### config.mk
export PLATFORM = sky130hd
export DESIGN_NAME = timer_watchdog_unit
export DESIGN_NICKNAME = d
export VERILOG_FILES = /design/src/hdl/twu_pkg.sv /design/src/hdl/timer_watchdog_unit.sv
export VERILOG_INCLUDE_DIRS = /design/src /design/src/hdl
export SDC_FILE = /design/constraint.sdc
export NUM_CORES = 1
export LEC_CHECK = 0
export BUFFER_PORTS_ARGS = -buffer_cell sky130_fd_sc_hd__buf_2
export CORE_UTILIZATION = 55
export CTS_CLUSTER_SIZE = 25
export DETAILED_ROUTE_END_ITERATION = 8
export PLACE_DENSITY = 0.8
export SYNTH_ARGS = -nofsm -noshare
export SYNTH_HDL_FRONTEND = slang
export SYNTH_SLANG_ARGS = --single-unit
### constraint.sdc
create_clock -name clk -period 3.5 [get_ports clk]
set_input_delay 0.175 -clock clk [delete_from_list [all_inputs] [get_ports clk]]
set_output_delay 0.175 -clock clk [all_outputs]
set_load 0.01 [all_outputs]
### src/hdl/twu_defines.svh
// Purpose: constants for the timing and watchdog unit
// Assumes: 16-bit register port, offsets are byte positions on that port
// Notes: included by the unit only; the bench side uses literal values
`ifndef TWU_DEFINES_SVH
`define TWU_DEFINES_SVH

// ==========================================================
// register offsets
`define TWU_CFG_OFS 4'h0
`define TWU_PRE_OFS 4'h2
`define TWU_PRESET_OFS 4'h4
`define TWU_CSR_OFS 4'h6
`define TWU_WATCHDOG_COUNT_REG_OFS 4'h8
`define TWU_MATCH_OFS 4'ha

// ==========================================================
// field positions
`define CFG_LOCK_CFG 0
`define CFG_LOCK_PRE 1
`define CFG_LOCK_TMR 2
`define CFG_LOCK_WDC 3
`define CFG_WD_CLK_SEL 4
`define CFG_MATCH_SEL 5
`define CSR_RESTART 0
`define CSR_TC 1
`define CSR_IRQ_EN 2

// ==========================================================
// reset values and constants
`define CFG_RST 6'h00
`define PRE_RST 3'h0
`define PRESET_RST 16'hffff
`define WATCHDOG_COUNT_REG_RST 8'h00
`define MATCH_VALUE 8'h5c
`define SAFE_SLOW_CYCLES 5

`endif

### src/hdl/twu_pkg.sv
// Purpose: types shared by the timing and watchdog unit and its bench
// Assumes: power mode comes from the device power controller
// Notes: none
package twu_pkg;

	// ==========================================================
	// device power modes
	typedef enum logic [1:0] {
		mode_active = 2'b00,
		mode_idle = 2'b01,
		mode_save = 2'b10,
		mode_halt = 2'b11
	} power_mode_type;

	// ==========================================================
	// watchdog life cycle
	typedef enum logic [1:0] {
		wd_off = 2'b00,
		wd_run = 2'b01,
		wd_err = 2'b10
	} wd_state_type;

endpackage

### src/hdl/timer_watchdog_unit.sv
// Purpose: periodic timer with prescaler and an 8-bit service watchdog
// Assumes: slow_clock is a level synchronous to clk, much slower than clk
// Notes: error request holds until the device reset arrives
`timescale 1ns/1ps
`include "twu_defines.svh"

module timer_watchdog_unit #(
	parameter int PRESET_W = 16,
	parameter int WD_W = 8,
	parameter int PRE_W = 5
) (
	input wire logic clk,
	input wire logic rst,
	input wire logic slow_clock,
	input wire twu_pkg::power_mode_type power_mode,
	input wire logic [3:0] addr,
	input wire logic [15:0] wdata,
	input wire logic wr,
	input wire logic rd,
	output logic [15:0] rdata,
	output logic timer_irq,
	output logic timer_underflow_pulse,
	output logic prescaled_tick,
	output logic watchdog_reset
);
	import twu_pkg::*;

	// ==========================================================
	// functions

	// low bits of the prescaler that must all be set for a tick
	function automatic logic [PRE_W-1:0] div_mask(input logic [2:0] sel);
		logic [PRE_W-1:0] m;
		m = '1;
		case (sel)
			3'h0: m = 5'h00;
			3'h1: m = 5'h01;
			3'h2: m = 5'h03;
			3'h3: m = 5'h07;
			3'h4: m = 5'h0f;
			3'h5: m = 5'h1f;
			default: m = 5'h1f; // reserved codes run as the slowest rate
		endcase
		return m;
	endfunction

	// ==========================================================
	// state
	logic slow_q_reg, restart_reg, serviced_reg;
	logic terminal_count_flag, timer_irq_enable;
	logic [PRE_W-1:0] pre_cnt_reg;
	logic [2:0] prescale_select;
	logic [5:0] watchdog_config_reg;
	logic [PRESET_W-1:0] timer_preset_reg, timer_cnt_reg;
	logic [WD_W-1:0] watchdog_count_reg, wd_cnt_reg;
	wd_state_type wd_state_reg;
	logic running, active, slow_edge, slow_fall, tick_event;
	logic [PRESET_W-1:0] timer_next;
	logic uf_event, wd_event, match_ok, service, wd_error;
	logic lock_cfg, lock_pre, lock_tmr, lock_wdc;
	logic match_service_select, watchdog_clock_select;
	logic wr_cfg, wr_pre, wr_preset, wr_csr, wr_wdc, wr_match;

	// ==========================================================
	// decode of mode, locks and writes

	// halt freezes every counter while leaving state untouched
	assign running = (power_mode != mode_halt);
	assign active = (power_mode == mode_active);

	assign lock_cfg = watchdog_config_reg[`CFG_LOCK_CFG];
	assign lock_pre = watchdog_config_reg[`CFG_LOCK_PRE];
	assign lock_tmr = watchdog_config_reg[`CFG_LOCK_TMR];
	assign lock_wdc = watchdog_config_reg[`CFG_LOCK_WDC];
	assign watchdog_clock_select = watchdog_config_reg[`CFG_WD_CLK_SEL];
	assign match_service_select = watchdog_config_reg[`CFG_MATCH_SEL];

	// only the match register takes writes in idle and save modes; nothing answers in halt
	assign wr_cfg = wr && active && addr == `TWU_CFG_OFS && !lock_cfg;
	assign wr_pre = wr && active && addr == `TWU_PRE_OFS && !lock_pre;
	assign wr_preset = wr && active && addr == `TWU_PRESET_OFS
		&& !lock_tmr;
	assign wr_csr = wr && active && addr == `TWU_CSR_OFS && !lock_tmr;
	assign wr_wdc = wr && active && addr == `TWU_WATCHDOG_COUNT_REG_OFS && !lock_wdc;
	assign wr_match = wr && running && addr == `TWU_MATCH_OFS;

	assign match_ok = (wdata[7:0] == `MATCH_VALUE);

	// ==========================================================
	// prescaler

	// slow clock edges; inputs are already synchronous
	assign slow_edge = slow_clock && !slow_q_reg && running;
	assign slow_fall = !slow_clock && slow_q_reg && running;

	// tick when the low bits selected by the divisor are all ones
	assign tick_event = slow_edge
		&& ((pre_cnt_reg & div_mask(prescale_select))
		== div_mask(prescale_select));

	// slow clock sampler; held in halt so a fall missed there is still seen
	always_ff @(posedge clk) begin
		if (rst) begin
			slow_q_reg <= 1'b0;
		end else if (running) begin
			slow_q_reg <= slow_clock;
		end
	end

	// free running prescale counter
	always_ff @(posedge clk) begin
		if (rst) begin
			pre_cnt_reg <= '0;
		end else if (slow_edge) begin
			pre_cnt_reg <= pre_cnt_reg + 1'b1;
		end
	end

	// prescaler select register
	always_ff @(posedge clk) begin
		if (rst) begin
			prescale_select <= `PRE_RST;
		end else if (wr_pre) begin
			prescale_select <= wdata[2:0];
		end
	end

	// tick level: falls with the slow clock so divide-by-one still toggles
	always_ff @(posedge clk) begin
		if (rst) begin
			prescaled_tick <= 1'b0;
		end else if (tick_event) begin
			prescaled_tick <= 1'b1;
		end else if (slow_fall) begin
			prescaled_tick <= 1'b0;
		end
	end

	// ==========================================================
	// configuration register

	// lock bits only ever get set; a locked register ignores the write
	always_ff @(posedge clk) begin
		if (rst) begin
			watchdog_config_reg <= `CFG_RST;
		end else if (wr_cfg) begin
			watchdog_config_reg[5:4] <= wdata[5:4];
			watchdog_config_reg[3:0] <= watchdog_config_reg[3:0]
				| wdata[3:0];
		end
	end

	// ==========================================================
	// periodic timer

	// count value after this tick: reload at zero or on restart, else step down
	always_comb begin
		if (restart_reg || timer_cnt_reg == '0) begin
			timer_next = timer_preset_reg;
		end else begin
			timer_next = timer_cnt_reg - 1'b1;
		end
	end

	// underflow fires on the tick that brings the count to zero
	assign uf_event = tick_event && timer_next == '0;

	// preset is only sampled at reload, so a write never jolts the count
	always_ff @(posedge clk) begin
		if (rst) begin
			timer_preset_reg <= `PRESET_RST;
		end else if (wr_preset) begin
			timer_preset_reg <= wdata;
		end
	end

	// the down counter itself
	always_ff @(posedge clk) begin
		if (rst) begin
			timer_cnt_reg <= `PRESET_RST;
		end else if (tick_event) begin
			timer_cnt_reg <= timer_next;
		end
	end

	// underflow level spans one full tick period
	always_ff @(posedge clk) begin
		if (rst) begin
			timer_underflow_pulse <= 1'b0;
		end else if (tick_event) begin
			timer_underflow_pulse <= (timer_next == '0);
		end
	end

	// restart request; a new request in the clearing cycle survives
	always_ff @(posedge clk) begin
		if (rst) begin
			restart_reg <= 1'b0;
		end else if (wr_csr && wdata[`CSR_RESTART]) begin
			restart_reg <= 1'b1;
		end else if (tick_event) begin
			restart_reg <= 1'b0;
		end
	end

	// interrupt enable
	always_ff @(posedge clk) begin
		if (rst) begin
			timer_irq_enable <= 1'b0;
		end else if (wr_csr) begin
			timer_irq_enable <= wdata[`CSR_IRQ_EN];
		end
	end

	// terminal count: software writes 0 to clear, a new underflow wins
	always_ff @(posedge clk) begin
		if (rst) begin
			terminal_count_flag <= 1'b0;
		end else if (uf_event) begin
			terminal_count_flag <= 1'b1;
		end else if (wr_csr && !wdata[`CSR_TC]) begin
			terminal_count_flag <= 1'b0;
		end
	end

	// interrupt level follows the flag only while enabled
	always_ff @(posedge clk) begin
		if (rst) begin
			timer_irq <= 1'b0;
		end else begin
			timer_irq <= terminal_count_flag && timer_irq_enable;
		end
	end

	// ==========================================================
	// watchdog

	// clock source: prescaled tick or timer underflow
	assign wd_event = watchdog_clock_select ? tick_event : uf_event;

	// a service is a count write or a correct match write per the mode
	assign service = wd_state_reg == wd_run
		&& ((wr_wdc && !match_service_select)
		|| (wr_match && match_service_select && match_ok));

	// error causes: late, twice in one watchdog clock, wrong match value
	always_comb begin
		wd_error = 1'b0;
		if (wd_state_reg == wd_run) begin
			if (wd_event && wd_cnt_reg == '0 && !service) begin
				wd_error = 1'b1;
			end
			if (service && serviced_reg) begin
				wd_error = 1'b1;
			end
			if (wr_match && match_service_select && !match_ok) begin
				wd_error = 1'b1;
			end
		end
	end

	// programmed count value
	always_ff @(posedge clk) begin
		if (rst) begin
			watchdog_count_reg <= `WATCHDOG_COUNT_REG_RST;
		end else if (wr_wdc) begin
			watchdog_count_reg <= wdata[7:0];
		end
	end

	// life cycle: off until the first count or match write, then runs until an error, which holds until reset
	always_ff @(posedge clk) begin
		if (rst) begin
			wd_state_reg <= wd_off;
		end else begin
			case (wd_state_reg)
				wd_off: begin
					if (wr_wdc || wr_match) begin
						wd_state_reg <= wd_run;
					end
				end
				wd_run: begin
					if (wd_error) begin
						wd_state_reg <= wd_err;
					end
				end
				wd_err: begin
					wd_state_reg <= wd_err;
				end
				default: begin
					wd_state_reg <= wd_off;
				end
			endcase
		end
	end

	// the watchdog down counter
	always_ff @(posedge clk) begin
		if (rst) begin
			wd_cnt_reg <= '0;
		end else if (wd_state_reg == wd_off) begin
			if (wr_wdc) begin
				wd_cnt_reg <= wdata[7:0];
			end else if (wr_match) begin
				wd_cnt_reg <= watchdog_count_reg;
			end
		end else if (wd_state_reg == wd_run) begin
			if (service && match_service_select) begin
				wd_cnt_reg <= watchdog_count_reg;
			end else if (service) begin
				wd_cnt_reg <= wdata[7:0];
			end else if (wd_event && wd_cnt_reg != '0) begin
				wd_cnt_reg <= wd_cnt_reg - 1'b1;
			end
		end
	end

	// service seen with no watchdog clock since; a second is too frequent
	always_ff @(posedge clk) begin
		if (rst) begin
			serviced_reg <= 1'b0;
		end else if (service) begin
			serviced_reg <= 1'b1;
		end else if (wd_event) begin
			serviced_reg <= 1'b0;
		end
	end

	// reset request stays up until the device reset clears the unit
	always_ff @(posedge clk) begin
		if (rst) begin
			watchdog_reset <= 1'b0;
		end else if (wd_error) begin
			watchdog_reset <= 1'b1;
		end
	end

	// ==========================================================
	// read port: data one cycle after the strobe, zero otherwise

	// locked registers and registers out of reach read as zero
	always_ff @(posedge clk) begin
		if (rst) begin
			rdata <= '0;
		end else begin
			rdata <= '0;
			if (rd && active) begin
				case (addr)
					`TWU_CFG_OFS: begin
						if (!lock_cfg) begin
							rdata <= {10'h000, watchdog_config_reg};
						end
					end
					`TWU_PRE_OFS: begin
						if (!lock_pre) begin
							rdata <= {13'h0000, prescale_select};
						end
					end
					`TWU_PRESET_OFS: begin
						if (!lock_tmr) begin
							rdata <= timer_preset_reg;
						end
					end
					`TWU_CSR_OFS: begin
						if (!lock_tmr) begin
							rdata <= {13'h0000, timer_irq_enable,
								terminal_count_flag, restart_reg};
						end
					end
					`TWU_WATCHDOG_COUNT_REG_OFS: begin
						if (!lock_wdc) begin
							rdata <= {8'h00, wd_cnt_reg};
						end
					end
					default: rdata <= '0;
				endcase
			end
		end
	end

endmodule // timer_watchdog_unit

# Yosys cells after proc, flatten, opt, wreduce, memory -nomap -nowiden
# Cells that the tools add are included.
totals:
  ff_bits: 89
  input_bits: 27
  out_inout_bits: 20
  elab_cells: 135
op_classes:
  addsub: 3
  eq_ne: 17
  n_mux: 31
  n_bitwise: 3
  n_reduce_logical: 63
ops:
  columns: ["cell", "count"]
  rows:
  - ["$pmux 16 s5", 1]
  - ["$mux 8", 8]
  - ["$logic_and 1x1->1", 33]
  - ["$logic_not 16->1", 2]
  - ["$mux 16", 2]
  - ["$pmux 5 s5", 1]
  - ["$sub 16x1->16 const B", 1]
  - ["$mux 1", 13]
  - ["$logic_not 1->1", 10]
  - ["$reduce_bool 2->1", 5]
  - ["$eq 4x3->1 const B", 2]
  - ["$eq 4x4->1 const B", 2]
  - ["$eq 8x7->1 const B", 1]
  - ["$logic_not 8->1", 1]
  - ["$reduce_bool 8->1", 1]
  - ["$sub 8x1->8 const B", 1]
  - ["$eq 3x2->1 const B", 2]
  - ["$mux 3", 2]
  - ["$mux 6", 1]
  - ["$ne 2x2->1 const B", 3]
  - ["$pmux 2 s3", 1]
  - ["$add 5x1->5 const B", 1]
  - ["$and 5x5->5", 1]
  - ["$eq 5x5->1", 1]
  - ["other kinds (17)", 21]

# Depth between registers and ports, before layout
logic_depth:
  ltp_word: 15
  mapped_depth: 10
  mapped_depth_nobuf: 10

# Least setup slack after synthesis
# Ideal clock, no wire load.
synth_path:
  path_kind: "register to register"
  startpoint: "register timer_cnt_reg[5]"
  endpoint: "register wd_cnt_reg[2]"
  setup_time_ns: 0.114
  arrival_ns: 2.442
  required_ns: 3.386
  path_slack_ns: 0.944
  path_stages_with_launch: 10
  path_buffers: 1
  period_less_slack_ns: 2.556
  path_cell_list: "dfxtp_1 clkbuf_2 or4_1 nor4_4 xor2_1 nor3_1 nor3_1 a211o_1 o31a_1 a21o_1"
synth_between:
  elab_chain_cells: 9
  word_cells_on_any_way: 10
  classes_between: "add/sub (1); mux (2); reduce/logical (7)"
synth_lines:
  columns: ["item", "line_no", "rtl"]
  rows:
  - ["from (decl)", "timer_watchdog_unit.sv:54", "logic [PRESET_W-1:0] timer_preset_reg, timer_cnt_reg;"]
  - ["from (signal assigned)", "timer_watchdog_unit.sv:180", "timer_cnt_reg <= `PRESET_RST;"]
  - ["from (signal assigned)", "timer_watchdog_unit.sv:182", "timer_cnt_reg <= timer_next;"]
  - ["parallel branches: the longest is 2 deep, another holds $sub 16x1->16", null, null]
  - ["$mux 16 *", "timer_watchdog_unit.sv:158", "if (restart_reg || timer_cnt_reg == '0) begin"]
  - ["$logic_not 16->1 *", "timer_watchdog_unit.sv:166", "assign uf_event = tick_event && timer_next == '0;"]
  - ["$logic_and 1x1->1 *", "timer_watchdog_unit.sv:166", null]
  - ["$mux 1 *", "timer_watchdog_unit.sv:239", "assign wd_event = watchdog_clock_select ? tick_event : uf_event;"]
  - ["$logic_and 1x1->1 *", "timer_watchdog_unit.sv:312", "end else if (wd_event && wd_cnt_reg != '0) begin"]
  - ["$reduce_bool 4->1 (no line) *", null, null]
  - ["$reduce_and 3->1 (no line) *", null, null]
  - ["to (signal assigned)", "timer_watchdog_unit.sv:309", "wd_cnt_reg <= watchdog_count_reg;"]
  - ["to (signal assigned)", "timer_watchdog_unit.sv:311", "wd_cnt_reg <= wdata[7:0];"]
  - ["to (signal assigned)", "timer_watchdog_unit.sv:313", "wd_cnt_reg <= wd_cnt_reg - 1'b1;"]
  - ["to (decl)", "timer_watchdog_unit.sv:55", "logic [WD_W-1:0] watchdog_count_reg, wd_cnt_reg;"]
# Every way passes the cells marked *.
# A chain may end at the register's enable or synchronous reset.

# Worst setup path after layout
layout_path:
  startpoint: "register timer_cnt_reg[0]"
  endpoint: "register wd_cnt_reg[5]"
# The elaborated chain is that of the path after synthesis.

==> out/metrics.csv <==
stage,metric,value,unit
timing,fin_crit_sh,0.9011,
timing,hold_viol,0,
worst_setup_path,regToRegStartpoint,timer_cnt_reg[0]$_SDFFE_PP1P_,
synth,synthAdderAreaFrac,0.01374,
timing,final-setup-viol-count,0,
floorplan,die_x,92.99,um
hold_path,worstHoldPathCells,3,
synth,seq_area_frac_synth,0.3913,
routing,dr_total_vias,4137,
routing,ant_nets,0,
worst_setup_path,arrival,3.41,ns
routing,vias_per_cell,6.066,
finish,drive_above_1_share,0.1534,
worst_setup_path,path_class,reg -> reg,
synth,synth_ff_type,dfxtp_1,
synth,synthArstFlopShare,0,
hold_path,min_path_type,in -> reg,
run,cap_violations,0,
routing,wl,11.36,mm
floorplan,fp.dieH,92.99,um
synth,ys_ff_latch,89,
timing,slew_headroom,0.3230,
timing,finalSetupTns,0,ns
pwr,p_leak,2.021,nW
worst_setup_path,endpoint_kind,register,
placement,placed_area,4852,sq um
grt,gr-usage-all-layers,0.2782,
synth,synth_top_family_by_area,simple AND/OR/NAND/NOR gates,
grt,grt_pass1_vias,3942,
hold_path,hold_path_end,timer_preset_reg[11]$_SDFFE_PP1P_,
synth,synthMuxAreaShare,0.09316,
finish,n_antenna_cell,0,
synth,syn_inst,541,
synth,syn_area,4553,sq um
worst_setup_path,max_stage_delay,0.50,ns
clock_network,cts_tree,built,
worst_setup_path,crit_slowest_cell,a41oi_2,
grt,grt_max_degree,33,
worst_setup_path,reg2reg_to,wd_cnt_reg[5]$_SDFFE_PP0P_,
timing,max_slew.worst_pin.slew,1.001,ns
grt,antenna_found_initial,0,
timing,fmax,317.1,MHz
pwr,ir_drop,344.1,uV
worst_setup_path,cp-start-kind,register,
worst_setup_path,cp.required,3.76,ns
floorplan,ios,47,
clock_network,path_clk_slew,0.09,ns
routing,drc,0,
synth,synth_area_leader_cell,dfxtp_1,
grt,grt_pass1_wl,18.99,mm
grt,gr-total-overflow,0,
synth,yosys.area_share.simple,0.2424,
floorplan,core,7848,sq um
worst_setup_path,rrSetupSlack,0.35,ns
finish,area_growth,10.96,%
clock_network,post_cts_buffers,0,
clock_network,max-clock-path-buffers,2,
clock_network,htreeDepth,3,
placement,gp_congestion,0.9225,
worst_setup_path,critPathTopFamily,compound AO/OA/AOI/OAI gates,
clock_network,clock-sinks,89,
clock_network,ctsHoldBuffers,0,
synth,yosysWarnings,0,
synth,yosys.cell_types.count,56,
pwr,power.density,372.9,nW/um^2
finish,final_nets,607,
finish,post-route-cell-area,5052,sq um
clock_network,root_buffer,clkbuf_8,
hold_path,hp-start,wdata[11],
worst_setup_path,critPathMaxFanout,18,
outcome,status,"finished, final reports clean",
synth,syn-num-nets,573,
synth,synth_top_area_frac,0.3913,
timing,skew,0.01170,ns
timing,fin_crit,3.154,ns
routing,dr.pass1.iters,5,
clock_network,cts_buffers,9,
routing,wl_per_cell,16.66,um
synth,synth-compound-area-share,0.1830,
timing,rsz0062_at_grt,false,
synth,synth_edf_count,0,
floorplan,fp-row-count,32,
floorplan,start_util,0.5802,
placement,portBuffers,46,
clock_network,insertion_delay,0.36,ns
synth,syn_avg_cell_area,8.416,sq um
routing,drtIter0Drc,245,
synth,synth_area_leaders,"dfxtp_1 39%, mux2i_1 8.6%, nor2_1 6.3%",
worst_setup_path,r2r_cells,10,
synth,synthXorXnorAreaFrac,0.03462,
placement,dp_hpwl,8.284,mm
worst_setup_path,path_buf_inv,1,
floorplan,die-area,8646,sq um
timing,drv_slew,0,
worst_setup_path,crit_chain,inv_1 -> ha_1 -> nor3b_2 -> a41oi_2 -> nor2_1 -> and3_1 -> nor3_1 -> a211o_1 -> o31a_1 -> a21o_1,
clock_network,cts_resized,0,
-- area by class of cell --
| class | instances | area [sq um] |
|---|---|---|
| fillers | 690 | 2795 |
| multi-input cells | 405 | 2581 |
| flip-flops and latches | 89 | 1782 |
| repair buffers | 57 | 312.8 |
| well taps | 102 | 127.6 |
| clock buffers | 9 | 123.9 |
| clock inverters | 7 | 76.32 |
| inverters | 13 | 48.80 |
-- report_power, final --
part	leakage [nW]	internal, mW	switching [mW]
clock network	0.0966	0.336	0.380
logic	1.20	0.0495	0.0821
registers	0.720	1.02	0.0131
total	2.02	1.41	0.475
-- kinds of logic (layout without fill, tap and decap cells) --
group / after synthesis / after routing
fa+ha+maj: 5 / 5
flops: 89 / 89
mux: 42 / 42
xor+xnor: 18 / 18
simple gates: 219 / 219
buf+inv: 47 / 86
compound gates: 121 / 121
-- Yosys cell counts (all sizes together), types with 4 or more instances --
cell type  number
and2           13
o22ai           5
ha              5
a21o            7
o21a            4
nand4           8
a41o            4
clkbuf         26
a22oi          10
a21oi          35
inv            13
nor2b           7
nand3          13
nand3b          4
mux2i          39
nor2           77
a31oi           7
o32ai           6
or4             5
nor4            7
nand2          55
xnor2           7
a211oi          5
dfxtp          89
buf             8
xor2           11
o211ai          4
and3            8
nor3            9
o21ai          21
-- per-stage QoR --
step | cells | hold WS [ns] | setup slack [ns] | utilization | total power [mW]
floorplan | 541 | 0.3035 | 0.9444 | - | 1.136
global placement | 666 | 0.3931 | 0.6188 | 0.6183 | 1.184
detailed placement | 666 | 0.3990 | 0.4156 | 0.6183 | 1.188
CTS | 682 | 0.02304 | 0.4053 | 0.6438 | 1.897
global route | 682 | 0.01916 | 0.1125 | 0.6438 | 1.954
finish | 682 | 0.03025 | 0.3461 | 0.6438 | 1.884
-- worst min-delay path, stage by stage --
cell and delay (ns):
buf_2 0.08, mux2i_1 0.05, nand2_1 0.05
-- cells in the final DEF (no fill, tap or decap), types with 9 or more instances in the layout --
| master | count |
|---|---|
| a21oi_1 | 35 |
| a22oi_1 | 10 |
| and2_1 | 13 |
| buf_2 | 46 |
| buf_4 | 11 |
| clkbuf_8 | 9 |
| dfxtp_1 | 89 |
| inv_1 | 13 |
| mux2i_1 | 39 |
| nand2_1 | 55 |
| nand3_1 | 13 |
| nor2_1 | 77 |
| nor3_1 | 9 |
| o21ai_0 | 20 |
| xor2_1 | 11 |
-- layer usage --
layer	wire length, um	GRT usage
met1	4826	0.3371
met3	446	0.05041
met4	335	0.1154
met5	0	0
met2	5752	0.4835
-- worst max-delay path by stage --
stage	start	endpoint	slack [ns]	depth (start not counted)
final	timer_cnt_reg[0]$_SDFFE_PP1P_	wd_cnt_reg[5]$_SDFFE_PP0P_	0.35	10
after global routing	timer_cnt_reg[0]$_SDFFE_PP1P_	wd_cnt_reg[5]$_SDFFE_PP0P_	0.11	10
after CTS	timer_cnt_reg[0]$_SDFFE_PP1P_	wd_cnt_reg[6]$_SDFFE_PP0P_	0.41	10
after detailed placement	timer_cnt_reg[0]$_SDFFE_PP1P_	wd_cnt_reg[5]$_SDFFE_PP0P_	0.42	10
after global placement	timer_cnt_reg[0]$_SDFFE_PP1P_	wd_cnt_reg[7]$_SDFFE_PP0P_	0.62	10
after floorplan	timer_cnt_reg[5]$_SDFFE_PP1P_	wd_cnt_reg[2]$_SDFFE_PP0P_	0.94	9
(Power assumes the default switching activity.)
